[config.mk]
export PLATFORM = sky130hd
export DESIGN_NAME = fan_thermal_threshold_regs
export DESIGN_NICKNAME = d
export VERILOG_FILES = /design/src/rtl/fan_thermal_pkg.sv /design/src/rtl/chan_if.sv /design/src/rtl/chan_ctrl.sv /design/src/rtl/fan_thermal_threshold_regs.sv
export SDC_FILE = /design/constraint.sdc
export NUM_CORES = 1
export LEC_CHECK = 0
export CORE_UTILIZATION = 55
export DETAILED_ROUTE_END_ITERATION = 7
export DONT_BUFFER_PORTS = 1
export HOLD_SLACK_MARGIN = 0.08
export PLACE_DENSITY = 0.7
export SETUP_SLACK_MARGIN = 0.3
export SYNTH_ARGS = -nofsm -noshare
export SYNTH_HDL_FRONTEND = slang
export SYNTH_SLANG_ARGS = --single-unit
[constraint.sdc]
create_clock -name mclk_in -period 11.7 [get_ports mclk_in]
set_input_delay 2.34 -clock mclk_in [delete_from_list [all_inputs] [get_ports mclk_in]]
set_output_delay 2.34 -clock mclk_in [all_outputs]
set_load 0.005 [all_outputs]
[src/rtl/fan_thermal_pkg.sv]
// Shared constants for the fan thermal threshold register bank.
package fan_thermal_pkg;

    // ------------------------------------------------------------------
    // Sizes
    // ------------------------------------------------------------------
    localparam int unsigned NUM_CHAN   = 3;
    localparam int unsigned REG_W      = 8;
    localparam int unsigned ADDR_W     = 8;
    localparam int unsigned RAW_W      = 10;
    localparam int unsigned TEMP_W     = 12;
    localparam int unsigned HYST_W     = 4;
    localparam int unsigned SPAN_W     = 3;

    // ------------------------------------------------------------------
    // Channel indices
    // ------------------------------------------------------------------
    localparam int unsigned CH_REMOTE1 = 0;
    localparam int unsigned CH_LOCAL   = 1;
    localparam int unsigned CH_REMOTE2 = 2;

    // ------------------------------------------------------------------
    // Register offsets
    // ------------------------------------------------------------------
    localparam logic [ADDR_W-1:0] ADDR_REMOTE1_START = 8'h67;
    localparam logic [ADDR_W-1:0] ADDR_LOCAL_START   = 8'h68;
    localparam logic [ADDR_W-1:0] ADDR_REMOTE2_START = 8'h69;
    localparam logic [ADDR_W-1:0] ADDR_REMOTE1_CRIT  = 8'h6a;
    localparam logic [ADDR_W-1:0] ADDR_LOCAL_CRIT    = 8'h6b;
    localparam logic [ADDR_W-1:0] ADDR_REMOTE2_CRIT  = 8'h6c;
    localparam logic [ADDR_W-1:0] ADDR_R1_LOCAL_HYST = 8'h6d;
    localparam logic [ADDR_W-1:0] ADDR_REMOTE2_HYST  = 8'h6e;
    localparam logic [ADDR_W-1:0] ADDR_TREE_TEST     = 8'h6f;
    localparam logic [ADDR_W-1:0] ADDR_REMOTE1_OFFS  = 8'h70;

    // ------------------------------------------------------------------
    // Reset values and field positions
    // ------------------------------------------------------------------
    localparam logic [REG_W-1:0] RST_START        = 8'h5a;
    localparam logic [REG_W-1:0] RST_CRIT         = 8'h64;
    localparam logic [REG_W-1:0] RST_R1_LOCAL_HYS = 8'h44;
    localparam logic [REG_W-1:0] RST_REMOTE2_HYS  = 8'h40;
    localparam logic [REG_W-1:0] RST_TREE_TEST    = 8'h00;
    localparam logic [REG_W-1:0] RST_OFFSET       = 8'h00;
    localparam logic [REG_W-1:0] CRIT_DISABLE     = 8'h80;
    localparam logic [REG_W-1:0] DUTY_FULL        = 8'hff;
    localparam logic [REG_W-1:0] DUTY_OFF         = 8'h00;
    localparam int unsigned      LOCAL_HYST_LSB   = 0;
    localparam int unsigned      REMOTE1_HYST_LSB = 4;
    localparam int unsigned      REMOTE2_HYST_LSB = 4;
    localparam int unsigned      TREE_TEST_BIT    = 0;
    // Temperatures are carried in quarter degrees.
    localparam int unsigned      FRAC_BITS        = 2;

endpackage

[src/rtl/chan_if.sv]
// Interface carrying one temperature channel's settings and results.
`timescale 1ns/100ps
interface chan_if;
    import fan_thermal_pkg::*;

    logic                     temp_valid;
    logic signed [TEMP_W-1:0] temp;
    logic [REG_W-1:0]         start_temp;
    logic [REG_W-1:0]         crit_limit;
    logic [HYST_W-1:0]        hyst;
    logic [REG_W-1:0]         min_duty;
    logic [SPAN_W-1:0]        ramp_span;
    logic                     fan_on;
    logic                     crit;
    logic                     over_limit;
    logic [REG_W-1:0]         duty;

    modport ctrl (output temp_valid, temp, start_temp, crit_limit, hyst, min_duty, ramp_span,
                  input  fan_on, crit, over_limit, duty);
    modport chan (input  temp_valid, temp, start_temp, crit_limit, hyst, min_duty, ramp_span,
                  output fan_on, crit, over_limit, duty);
endinterface

[src/rtl/chan_ctrl.sv]
// Threshold, hysteresis and ramp evaluation for one temperature channel.
`timescale 1ns/100ps
module chan_ctrl (
    input  wire logic mclk_in,
    input  wire logic rst_b_in,
    chan_if.chan      ch
);
    import fan_thermal_pkg::*;

    // ------------------------------------------------------------------
    // Thresholds in quarter degrees
    // ------------------------------------------------------------------
    logic signed [TEMP_W-1:0] start_q4;
    logic signed [TEMP_W-1:0] crit_q4;
    logic signed [TEMP_W-1:0] hyst_q4;
    logic signed [TEMP_W-1:0] above;
    logic [17:0]              ramp_prod;
    logic [17:0]              ramp_step;
    logic [17:0]              ramp_sum;
    logic [REG_W-1:0]         ramp_duty;
    logic                     crit_enabled;
    logic                     start_set;
    logic                     start_clr;
    logic                     crit_set;
    logic                     crit_clr;
    logic                     fan_on_q;
    logic                     crit_q;
    logic                     over_q;
    logic [REG_W-1:0]         duty_q;
    logic [REG_W-1:0]         duty_d;

    assign start_q4 = TEMP_W'({{(TEMP_W-REG_W-FRAC_BITS){ch.start_temp[REG_W-1]}}, ch.start_temp, 2'b00});
    assign crit_q4  = TEMP_W'({{(TEMP_W-REG_W-FRAC_BITS){ch.crit_limit[REG_W-1]}}, ch.crit_limit, 2'b00});
    assign hyst_q4  = TEMP_W'({{(TEMP_W-HYST_W-FRAC_BITS){1'b0}}, ch.hyst, 2'b00});

    assign start_set    = ch.temp > start_q4;
    // Release only at start minus hysteresis.
    assign start_clr    = ch.temp <= (start_q4 - hyst_q4);
    assign crit_enabled = ch.crit_limit != CRIT_DISABLE;
    assign crit_set     = crit_enabled && (ch.temp > crit_q4);
    assign crit_clr     = ch.temp < (crit_q4 - hyst_q4);

    // ------------------------------------------------------------------
    // Ramp above the start threshold
    // ------------------------------------------------------------------
    assign above     = ch.temp - start_q4;
    assign ramp_prod = 18'(DUTY_FULL - ch.min_duty) * 18'(above[9:0]);
    // Span codes above four need a shift wider than the code itself.
    assign ramp_step = ramp_prod >> (4'(ch.ramp_span) + 4'd3);
    assign ramp_sum  = 18'(ch.min_duty) + ramp_step;
    assign ramp_duty = (ramp_sum > 18'(DUTY_FULL)) ? DUTY_FULL : ramp_sum[REG_W-1:0];

    always_comb begin
        if (!fan_on_q && !start_set) begin
            duty_d = DUTY_OFF;
        end else if (start_set) begin
            duty_d = ramp_duty;
        end else begin
            duty_d = ch.min_duty;
        end
    end

    // ------------------------------------------------------------------
    // State, updated once per new conversion
    // ------------------------------------------------------------------
    // Re-evaluate on each new result.
    always_ff @(posedge mclk_in or negedge rst_b_in) begin
        if (!rst_b_in) begin
            fan_on_q <= 1'b0;
            crit_q   <= 1'b0;
            over_q   <= 1'b0;
            duty_q   <= DUTY_OFF;
        end else if (ch.temp_valid) begin
            fan_on_q <= start_set || (fan_on_q && !start_clr);
            crit_q   <= crit_set || (crit_q && crit_enabled && !crit_clr);
            over_q   <= crit_set;
            duty_q   <= (start_set || !start_clr) ? duty_d : DUTY_OFF;
        end
    end

    assign ch.fan_on     = fan_on_q;
    assign ch.crit       = crit_q;
    assign ch.over_limit = over_q;
    assign ch.duty       = duty_q;

endmodule

[src/rtl/fan_thermal_threshold_regs.sv]
// Fan start, critical limit, hysteresis, offset and test registers with fan protection.
//
// Contract
// - Three fan start thresholds, each reset to 90 degrees.
// - Above start threshold fan runs at minimum duty, rising over ramp span.
// - Lock bit makes every register read-only; writes ignored.
// - Any channel above its critical limit forces all PWM outputs full.
// - Critical limit 0x80 disables that channel's forced full duty.
// - Full duty held until temperature drops below limit minus hysteresis.
// - Overtemperature pin as output driven low a quarter degree over limit.
// - Three critical limits, each reset to 100 degrees.
// - Shared hysteresis: local low nibble, remote 1 high nibble, reset 0x44.
// - Remote 2 hysteresis register, reset 0x40.
// - Below start, fan stays at minimum duty until start minus hysteresis.
// - Hysteresis is four bits, 0 to 15 degrees.
// - Same hysteresis applies to start release and critical release.
// - Test enable bit 0 enters pin tree test mode; resets to zero.
// - Remote 1 offset added to measurements; range selected; resets zero.
// - Minimum duty linear: zero off, all ones full speed.
`timescale 1ns/100ps
module fan_thermal_threshold_regs (
    input  wire logic                                                       mclk_in,
    input  wire logic                                                       rst_b_in,
    input  wire logic [fan_thermal_pkg::ADDR_W-1:0]                         reg_addr_in,
    input  wire logic                                                       reg_wr_in,
    input  wire logic [fan_thermal_pkg::REG_W-1:0]                          reg_wdata_in,
    input  wire logic                                                       reg_rd_in,
    output logic      [fan_thermal_pkg::REG_W-1:0]                          reg_rdata_out,
    input  wire logic                                                       cfg_lock_in,
    input  wire logic                                                       offset_coarse_in,
    input  wire logic [fan_thermal_pkg::NUM_CHAN-1:0]                       temp_valid_in,
    input  wire logic [fan_thermal_pkg::NUM_CHAN-1:0][fan_thermal_pkg::RAW_W-1:0] temp_raw_in,
    input  wire logic [fan_thermal_pkg::NUM_CHAN-1:0][fan_thermal_pkg::REG_W-1:0] min_fan_duty_in,
    input  wire logic [fan_thermal_pkg::NUM_CHAN-1:0][fan_thermal_pkg::SPAN_W-1:0] fan_ramp_span_in,
    input  wire logic                                                       overtemp_pin_is_output_in,
    input  wire logic                                                       overtemp_pin_in,
    output logic                                                            overtemp_pin_out,
    output logic                                                            overtemp_pin_oe_b_out,
    output logic [fan_thermal_pkg::NUM_CHAN-1:0][fan_thermal_pkg::REG_W-1:0] fan_duty_out,
    output logic [fan_thermal_pkg::NUM_CHAN-1:0]                            fan_active_out,
    output logic                                                            full_duty_forced_out,
    output logic                                                            tree_test_enable_out
);
    import fan_thermal_pkg::*;

    // ------------------------------------------------------------------
    // Register storage
    // ------------------------------------------------------------------
    logic [NUM_CHAN-1:0][REG_W-1:0] start_q;
    logic [NUM_CHAN-1:0][REG_W-1:0] crit_q;
    logic [REG_W-1:0]               hyst_r1_local_q;
    logic [REG_W-1:0]               hyst_r2_q;
    logic                           tree_test_q;
    logic [REG_W-1:0]               r1_offset_q;
    logic [REG_W-1:0]               rdata_q;
    logic [REG_W-1:0]               rdata_d;
    logic [NUM_CHAN-1:0][REG_W-1:0] duty_q;
    logic [NUM_CHAN-1:0]            active_q;
    logic                           forced_q;
    logic                           pin_low_q;

    // ------------------------------------------------------------------
    // Write decode
    // ------------------------------------------------------------------
    logic                           wr_ok;
    logic [NUM_CHAN-1:0]            wr_start;
    logic [NUM_CHAN-1:0]            wr_crit;
    logic                           wr_hyst_a;
    logic                           wr_hyst_b;
    logic                           wr_tree;
    logic                           wr_offs;

    assign wr_ok     = reg_wr_in && !cfg_lock_in;
    assign wr_start  = {wr_ok && (reg_addr_in == ADDR_REMOTE2_START),
                        wr_ok && (reg_addr_in == ADDR_LOCAL_START),
                        wr_ok && (reg_addr_in == ADDR_REMOTE1_START)};
    assign wr_crit   = {wr_ok && (reg_addr_in == ADDR_REMOTE2_CRIT),
                        wr_ok && (reg_addr_in == ADDR_LOCAL_CRIT),
                        wr_ok && (reg_addr_in == ADDR_REMOTE1_CRIT)};
    assign wr_hyst_a = wr_ok && (reg_addr_in == ADDR_R1_LOCAL_HYST);
    assign wr_hyst_b = wr_ok && (reg_addr_in == ADDR_REMOTE2_HYST);
    assign wr_tree   = wr_ok && (reg_addr_in == ADDR_TREE_TEST);
    assign wr_offs   = wr_ok && (reg_addr_in == ADDR_REMOTE1_OFFS);

    // ------------------------------------------------------------------
    // Threshold registers
    // ------------------------------------------------------------------
    // Start thresholds reset to 90 degrees.
    // Critical limits reset to 100 degrees.
    always_ff @(posedge mclk_in or negedge rst_b_in) begin
        if (!rst_b_in) begin
            start_q <= {NUM_CHAN{RST_START}};
            crit_q  <= {NUM_CHAN{RST_CRIT}};
        end else begin
            for (int i = 0; i < NUM_CHAN; i++) begin
                if (wr_start[i]) begin
                    start_q[i] <= reg_wdata_in;
                end
                if (wr_crit[i]) begin
                    crit_q[i] <= reg_wdata_in;
                end
            end
        end
    end

    // ------------------------------------------------------------------
    // Hysteresis, test and offset registers
    // ------------------------------------------------------------------
    // Shared hysteresis register.
    always_ff @(posedge mclk_in or negedge rst_b_in) begin
        if (!rst_b_in) begin
            hyst_r1_local_q <= RST_R1_LOCAL_HYS;
            hyst_r2_q       <= RST_REMOTE2_HYS;
            tree_test_q     <= RST_TREE_TEST[TREE_TEST_BIT];
            r1_offset_q     <= RST_OFFSET;
        end else begin
            if (wr_hyst_a) begin
                hyst_r1_local_q <= reg_wdata_in;
            end
            if (wr_hyst_b) begin
                hyst_r2_q <= reg_wdata_in;
            end
            if (wr_tree) begin
                tree_test_q <= reg_wdata_in[TREE_TEST_BIT];
            end
            if (wr_offs) begin
                r1_offset_q <= reg_wdata_in;
            end
        end
    end

    // ------------------------------------------------------------------
    // Read path
    // ------------------------------------------------------------------
    // Unused test-enable bits read as zero; unmapped offsets read zero.
    always_comb begin
        case (reg_addr_in)
            ADDR_REMOTE1_START: rdata_d = start_q[CH_REMOTE1];
            ADDR_LOCAL_START:   rdata_d = start_q[CH_LOCAL];
            ADDR_REMOTE2_START: rdata_d = start_q[CH_REMOTE2];
            ADDR_REMOTE1_CRIT:  rdata_d = crit_q[CH_REMOTE1];
            ADDR_LOCAL_CRIT:    rdata_d = crit_q[CH_LOCAL];
            ADDR_REMOTE2_CRIT:  rdata_d = crit_q[CH_REMOTE2];
            ADDR_R1_LOCAL_HYST: rdata_d = hyst_r1_local_q;
            ADDR_REMOTE2_HYST:  rdata_d = hyst_r2_q;
            ADDR_TREE_TEST:     rdata_d = {{(REG_W-1){1'b0}}, tree_test_q};
            ADDR_REMOTE1_OFFS:  rdata_d = r1_offset_q;
            default:            rdata_d = {REG_W{1'b0}};
        endcase
    end

    always_ff @(posedge mclk_in or negedge rst_b_in) begin
        if (!rst_b_in) begin
            rdata_q <= {REG_W{1'b0}};
        end else if (reg_rd_in) begin
            rdata_q <= rdata_d;
        end
    end

    // ------------------------------------------------------------------
    // Offset correction
    // ------------------------------------------------------------------
    logic signed [TEMP_W-1:0] r1_offs_ext;
    logic signed [TEMP_W-1:0] r1_offs_q4;
    logic signed [TEMP_W-1:0] raw_ext [NUM_CHAN];
    logic signed [TEMP_W-1:0] corr    [NUM_CHAN];

    // Coarse range counts whole degrees, fine range quarter degrees.
    assign r1_offs_ext = TEMP_W'({{(TEMP_W-REG_W){r1_offset_q[REG_W-1]}}, r1_offset_q});
    assign r1_offs_q4  = offset_coarse_in ? (r1_offs_ext <<< FRAC_BITS) : r1_offs_ext;

    generate
        for (genvar g = 0; g < NUM_CHAN; g++) begin : g_corr
            assign raw_ext[g] = TEMP_W'({{(TEMP_W-RAW_W){temp_raw_in[g][RAW_W-1]}}, temp_raw_in[g]});
        end
    endgenerate

    // Offset added to remote 1 only.
    assign corr[CH_REMOTE1] = raw_ext[CH_REMOTE1] + r1_offs_q4;
    assign corr[CH_LOCAL]   = raw_ext[CH_LOCAL];
    assign corr[CH_REMOTE2] = raw_ext[CH_REMOTE2];

    // ------------------------------------------------------------------
    // Channel evaluators
    // ------------------------------------------------------------------
    logic [HYST_W-1:0]   hyst_sel [NUM_CHAN];
    logic [NUM_CHAN-1:0] ch_crit;
    logic [NUM_CHAN-1:0] ch_over;
    logic [NUM_CHAN-1:0] ch_on;
    logic [REG_W-1:0]    ch_duty  [NUM_CHAN];

    assign hyst_sel[CH_REMOTE1] = hyst_r1_local_q[REMOTE1_HYST_LSB +: HYST_W];
    assign hyst_sel[CH_LOCAL]   = hyst_r1_local_q[LOCAL_HYST_LSB +: HYST_W];
    assign hyst_sel[CH_REMOTE2] = hyst_r2_q[REMOTE2_HYST_LSB +: HYST_W];

    generate
        for (genvar g = 0; g < NUM_CHAN; g++) begin : g_chan
            chan_if ch_bus ();

            assign ch_bus.temp_valid = temp_valid_in[g];
            assign ch_bus.temp       = corr[g];
            assign ch_bus.start_temp = start_q[g];
            assign ch_bus.crit_limit = crit_q[g];
            assign ch_bus.hyst       = hyst_sel[g];
            assign ch_bus.min_duty   = min_fan_duty_in[g];
            assign ch_bus.ramp_span  = fan_ramp_span_in[g];
            assign ch_crit[g]        = ch_bus.crit;
            assign ch_over[g]        = ch_bus.over_limit;
            assign ch_on[g]          = ch_bus.fan_on;
            assign ch_duty[g]        = ch_bus.duty;

            chan_ctrl u_chan (
                .mclk_in  (mclk_in),
                .rst_b_in (rst_b_in),
                .ch       (ch_bus.chan)
            );
        end
    endgenerate

    // ------------------------------------------------------------------
    // Fan duty outputs and overtemperature pin
    // ------------------------------------------------------------------
    logic any_crit;
    logic pin_low_d;

    // Any critical channel forces all fans.
    // Held by each channel until its release point.
    assign any_crit  = |ch_crit;
    // Pin driven low when enabled as output.
    assign pin_low_d = overtemp_pin_is_output_in && (|ch_over);

    always_ff @(posedge mclk_in or negedge rst_b_in) begin
        if (!rst_b_in) begin
            duty_q    <= {NUM_CHAN{DUTY_OFF}};
            active_q  <= {NUM_CHAN{1'b0}};
            forced_q  <= 1'b0;
            pin_low_q <= 1'b0;
        end else begin
            for (int i = 0; i < NUM_CHAN; i++) begin
                duty_q[i] <= any_crit ? DUTY_FULL : ch_duty[i];
            end
            active_q  <= ch_on;
            forced_q  <= any_crit;
            pin_low_q <= pin_low_d;
        end
    end

    assign reg_rdata_out         = rdata_q;
    assign fan_duty_out          = duty_q;
    assign fan_active_out        = active_q;
    assign full_duty_forced_out  = forced_q;
    assign overtemp_pin_out      = 1'b0;
    assign overtemp_pin_oe_b_out = !pin_low_q;
    assign tree_test_enable_out  = tree_test_q;

endmodule

==> flow_summary_export.csv <==
group,metric,value,unit
sta,relSlewSlack,19.9,%
power_and_ir_drop,p_switching,3.39,mW
yosys,synth_edf_count,0,
power_and_ir_drop,power_density,284,nW/µm²
sta,period_needed,11.33,ns
worst_setup_path,cp.arrival,11.68,ns
clock_tree,clockBufferDepth,2,
global_routing,grt_start_max_net_pins,144,
sta,hold_viol_final,0,
power_and_ir_drop,seqPwrFrac,8.6,%
floorplanning,die-area,40900,µm²
global_routing,grt_usage,29.2,%
worst_setup_path,worstReg2RegStart,"r1_offset_q[0]",
worst_setup_path,critPathKind,"primary input to register",
yosys,yosys_register_bits,143,
power_and_ir_drop,ir_drop,0.208,mV
floorplanning,rows,72,
global_routing,antenna_found_initial,0,
sta,min_period_over_period,96.9,%
cells_and_area,area_growth_syn_to_layout,9.32,%
sta,worst_pin_slew,1.19,ns
route,vias,18900,
yosys,netlist_area,22100,µm²
sta,fmax,0.0882,GHz
power_and_ir_drop,p_sw_share,49.5,%
yosys,synth_warnings,0,
yosys,netlist_instances,2628,
worst_setup_path,slowest_stage,"fa_1",
clock_tree,insertion_delay,0.45,ns
sta,finalClockSkew,0.0163,ns
worst_setup_path,endpoint_kind,"register",
cells_and_area,layout_common_cells,"inv_1, ha_1, nor2_1",
yosys,syn_nets,3181,
route,ant_nets,0,
outcome,outcome,"complete, no violations",
route,drc,0,
floorplanning,core,39100,µm²
cells_and_area,mostFrequentLayoutCell,"inv_1",
sta,fin_hold_ws,0.419,ns
yosys,async_reset_ff_share,100,%
worst_setup_path,max_stage_delay,0.58,ns
sta,finalSetupViolCount,0,
yosys,avgSynthCellArea,8.39,µm²
global_routing,grt_pass1_wl,96.7,mm
worst_setup_path,critPathLaunchType,"primary input",
power_and_ir_drop,internal_power,3.46,mW
placement,portBuffers,0,
route,wl_per_cell,18.7,µm
sta,rsz0062_at_grt,"true",
floorplanning,die-width,202,µm
global_routing,grt-ovfl-total,0,
route,vias_per_cell,5.96,
power_and_ir_drop,pwr-share-comb,83.4,%
clock_tree,cts_tree,"done",
yosys,synth_ff_type,"dfrtp_1",
worst_setup_path,setup.worst_path.start,"offset_coarse_in",
global_routing,grt_pass1_vias,18900,
route,dr.pass1.iters,5,
worst_setup_path,cp_max_fo,10,
route,met2WireLength,27.9,mm
worst_setup_path,rr_endpoint,"g_chan[0].u_chan.ch.duty[6]",
placement,routabilityCongestion,0.907,
route,drtIter0Drc,1226,
worst_setup_path,crit_required,12.05,ns
run,maxCapViolCount,0,
floorplanning,design.portCount,129,
placement,placed_cell_area,23100,µm²
placement,detailed_place_hpwl,46.9,mm
sta,maxSlewViolCount,0,
clock_tree,cts_sinks,143,
power_and_ir_drop,leakage,11.5,nW
floorplanning,start_util,56.4,%
worst_setup_path,reg2reg_depth,47,
clock_tree,clockRootBuffer,"clkbuf_16",
worst_setup_path,critPathCapture,"g_chan[0].u_chan.ch.duty[6]",
route,totalWireLength,59.2,mm
cells_and_area,drive_gt1_share,12.5,%
min_path,hp-class,"register to register",
clock_tree,cts_max_level,4,
clock_tree,cts_made_buffers,17,
yosys,yosysUniqueCellTypes,98,
floorplanning,die_h,202,µm
cells_and_area,design_area,24100,µm²
route,topRoutingLayerUsed,"met4",
clock_tree,clkSlewWorstSetupHoldPaths,0.07,ns
cells_and_area,final_nets,3195,
cells_and_area,antenna_cells,0,
yosys,ys_seq_area_share,16.4,%
worst_setup_path,rrSetupSlack,1.67,ns
route,routedLengthMet1,26.2,mm
power_and_ir_drop,clkPwrFrac,8.0,%
route,met3_length,3.89,mm
## metrics by stage
stage	cells	total power, mW	setup slack, ns	util, %	setup TNS (ns)
2_1_floorplan	2628	4.55	0.211	-	0
3_3_place_gp	3131	5.71	0.00241	59.0	0
3_5_place_dp	3131	5.82	-0.155	59.0	-1.02
4_1_cts	3163	6.44	0.322	60.5	0
5_1_grt	3173	7.56	0.0190	61.7	0
6_report	3173	6.85	0.366	61.7	0
## per-layer routing
layer / global-route usage [%] / vias up
li1: - / 9049
met1: 39.6 / 9238
met2: 48.4 / 552
met3: 4.80 / 81
met4: 7.20 / 0
met5: 0 / -
## timing repair
action / CTS / global route
gates resized for setup: 1 / 66
setup buffers: 0 / 10
setup endpoints to repair: 3 / 24
pin swaps: 0 / 58
hold buffers: 0 / 0
## logic make-up after synthesis
kind of cell               count (synthesis)  synth area share, %
AOI/OAI and AO/OA                        586                 18.0
xor gates and xnor gates                 119                 4.73
DFF                                      143                 16.4
and+or+nand+nor                          786                 17.3
adders and majority gates                463                 31.4
muxes                                     90                 4.64
other                                      1               0.0170
buffers and inverters                    440                 7.59
## state kept, by name (all words and copies together) (netlist names)
name and count:
g_chan.u_chan.ch.duty 24, tree_test_enable_out 1, g_chan.u_chan.ch.crit 3, reg_rdata_out 8, g_chan.ch_bus.start_temp 24, g_chan.u_chan.ch.over_limit 3, fan_active_out 3, hyst_r1_local_q 8
pin_low_q 1, hyst_r2_q 8, g_chan.ch_bus.crit_limit 24, r1_offset_q 8, fan_duty_out 24, g_chan.u_chan.ch.fan_on 3, full_duty_forced_out 1
## area by class of cell
type / count / area, µm²
sequential: 143 / 3610
tap: 518 / 648
inverter: 348 / 1310
multi-input combinational: 2045 / 17300
clock buffer: 19 / 443
timing repair buffer: 87 / 666
fill: 3393 / 15000
clock inverter: 13 / 125
## power groups by stage
stage | Clock [mW] | Combinational [mW] | Sequential [mW]
finish | 0.549 | 5.71 | 0.590
global route | 0.576 | 6.39 | 0.597
CTS | 0.556 | 5.29 | 0.589
detailed placement | 0 | 5.22 | 0.598
global placement | 0 | 5.12 | 0.596
floorplan | 0 | 3.97 | 0.581
## critical path: cells and delay by family
kind / cells / cell delay, ns
AOI/OAI and AO/OA: 19 / 3.28
muxes: 2 / 0.42
buffers and inverters: 5 / 0.25
and+or+nand+nor: 7 / 0.97
adders and majority gates: 11 / 3.88
xor gates and xnor gates: 3 / 0.49
## Yosys cell counts, types with 56 or more instances
| cell type | number | share of area (%) |
|---|---|---|
| nand2_1 | 174 | 3.0 |
| dfrtp_1 | 119 | 14 |
| nor2_1 | 264 | 4.5 |
| xnor2_1 | 93 | 3.7 |
| nand2b_1 | 86 | 2.4 |
| nor2b_1 | 56 | 1.6 |
| clkbuf_1 | 80 | 1.4 |
| fa_1 | 151 | 14 |
| ha_1 | 312 | 18 |
| a21oi_1 | 139 | 3.2 |
| o21ai_0 | 133 | 3.0 |
| inv_1 | 343 | 5.8 |
## how the worst min path moves through the flow
stage | startpoint | endpoint | slack (ns) | cells past startpoint
final | g_chan[2].u_chan.ch.fan_on | fan_active_out[2] | 0.42 | 0
after detailed placement | g_chan[2].u_chan.ch.fan_on | fan_active_out[2] | 0.40 | 0
after global routing | g_chan[2].u_chan.ch.fan_on | fan_active_out[2] | 0.44 | 0
after global placement | g_chan[2].u_chan.ch.fan_on | fan_active_out[2] | 0.40 | 0
after floorplan | g_chan[1].u_chan.ch.fan_on | fan_active_out[1] | 0.37 | 0
after CTS | g_chan[2].u_chan.ch.fan_on | fan_active_out[2] | 0.42 | 0
No activity file was read; power rests on OpenSTA's default activity.
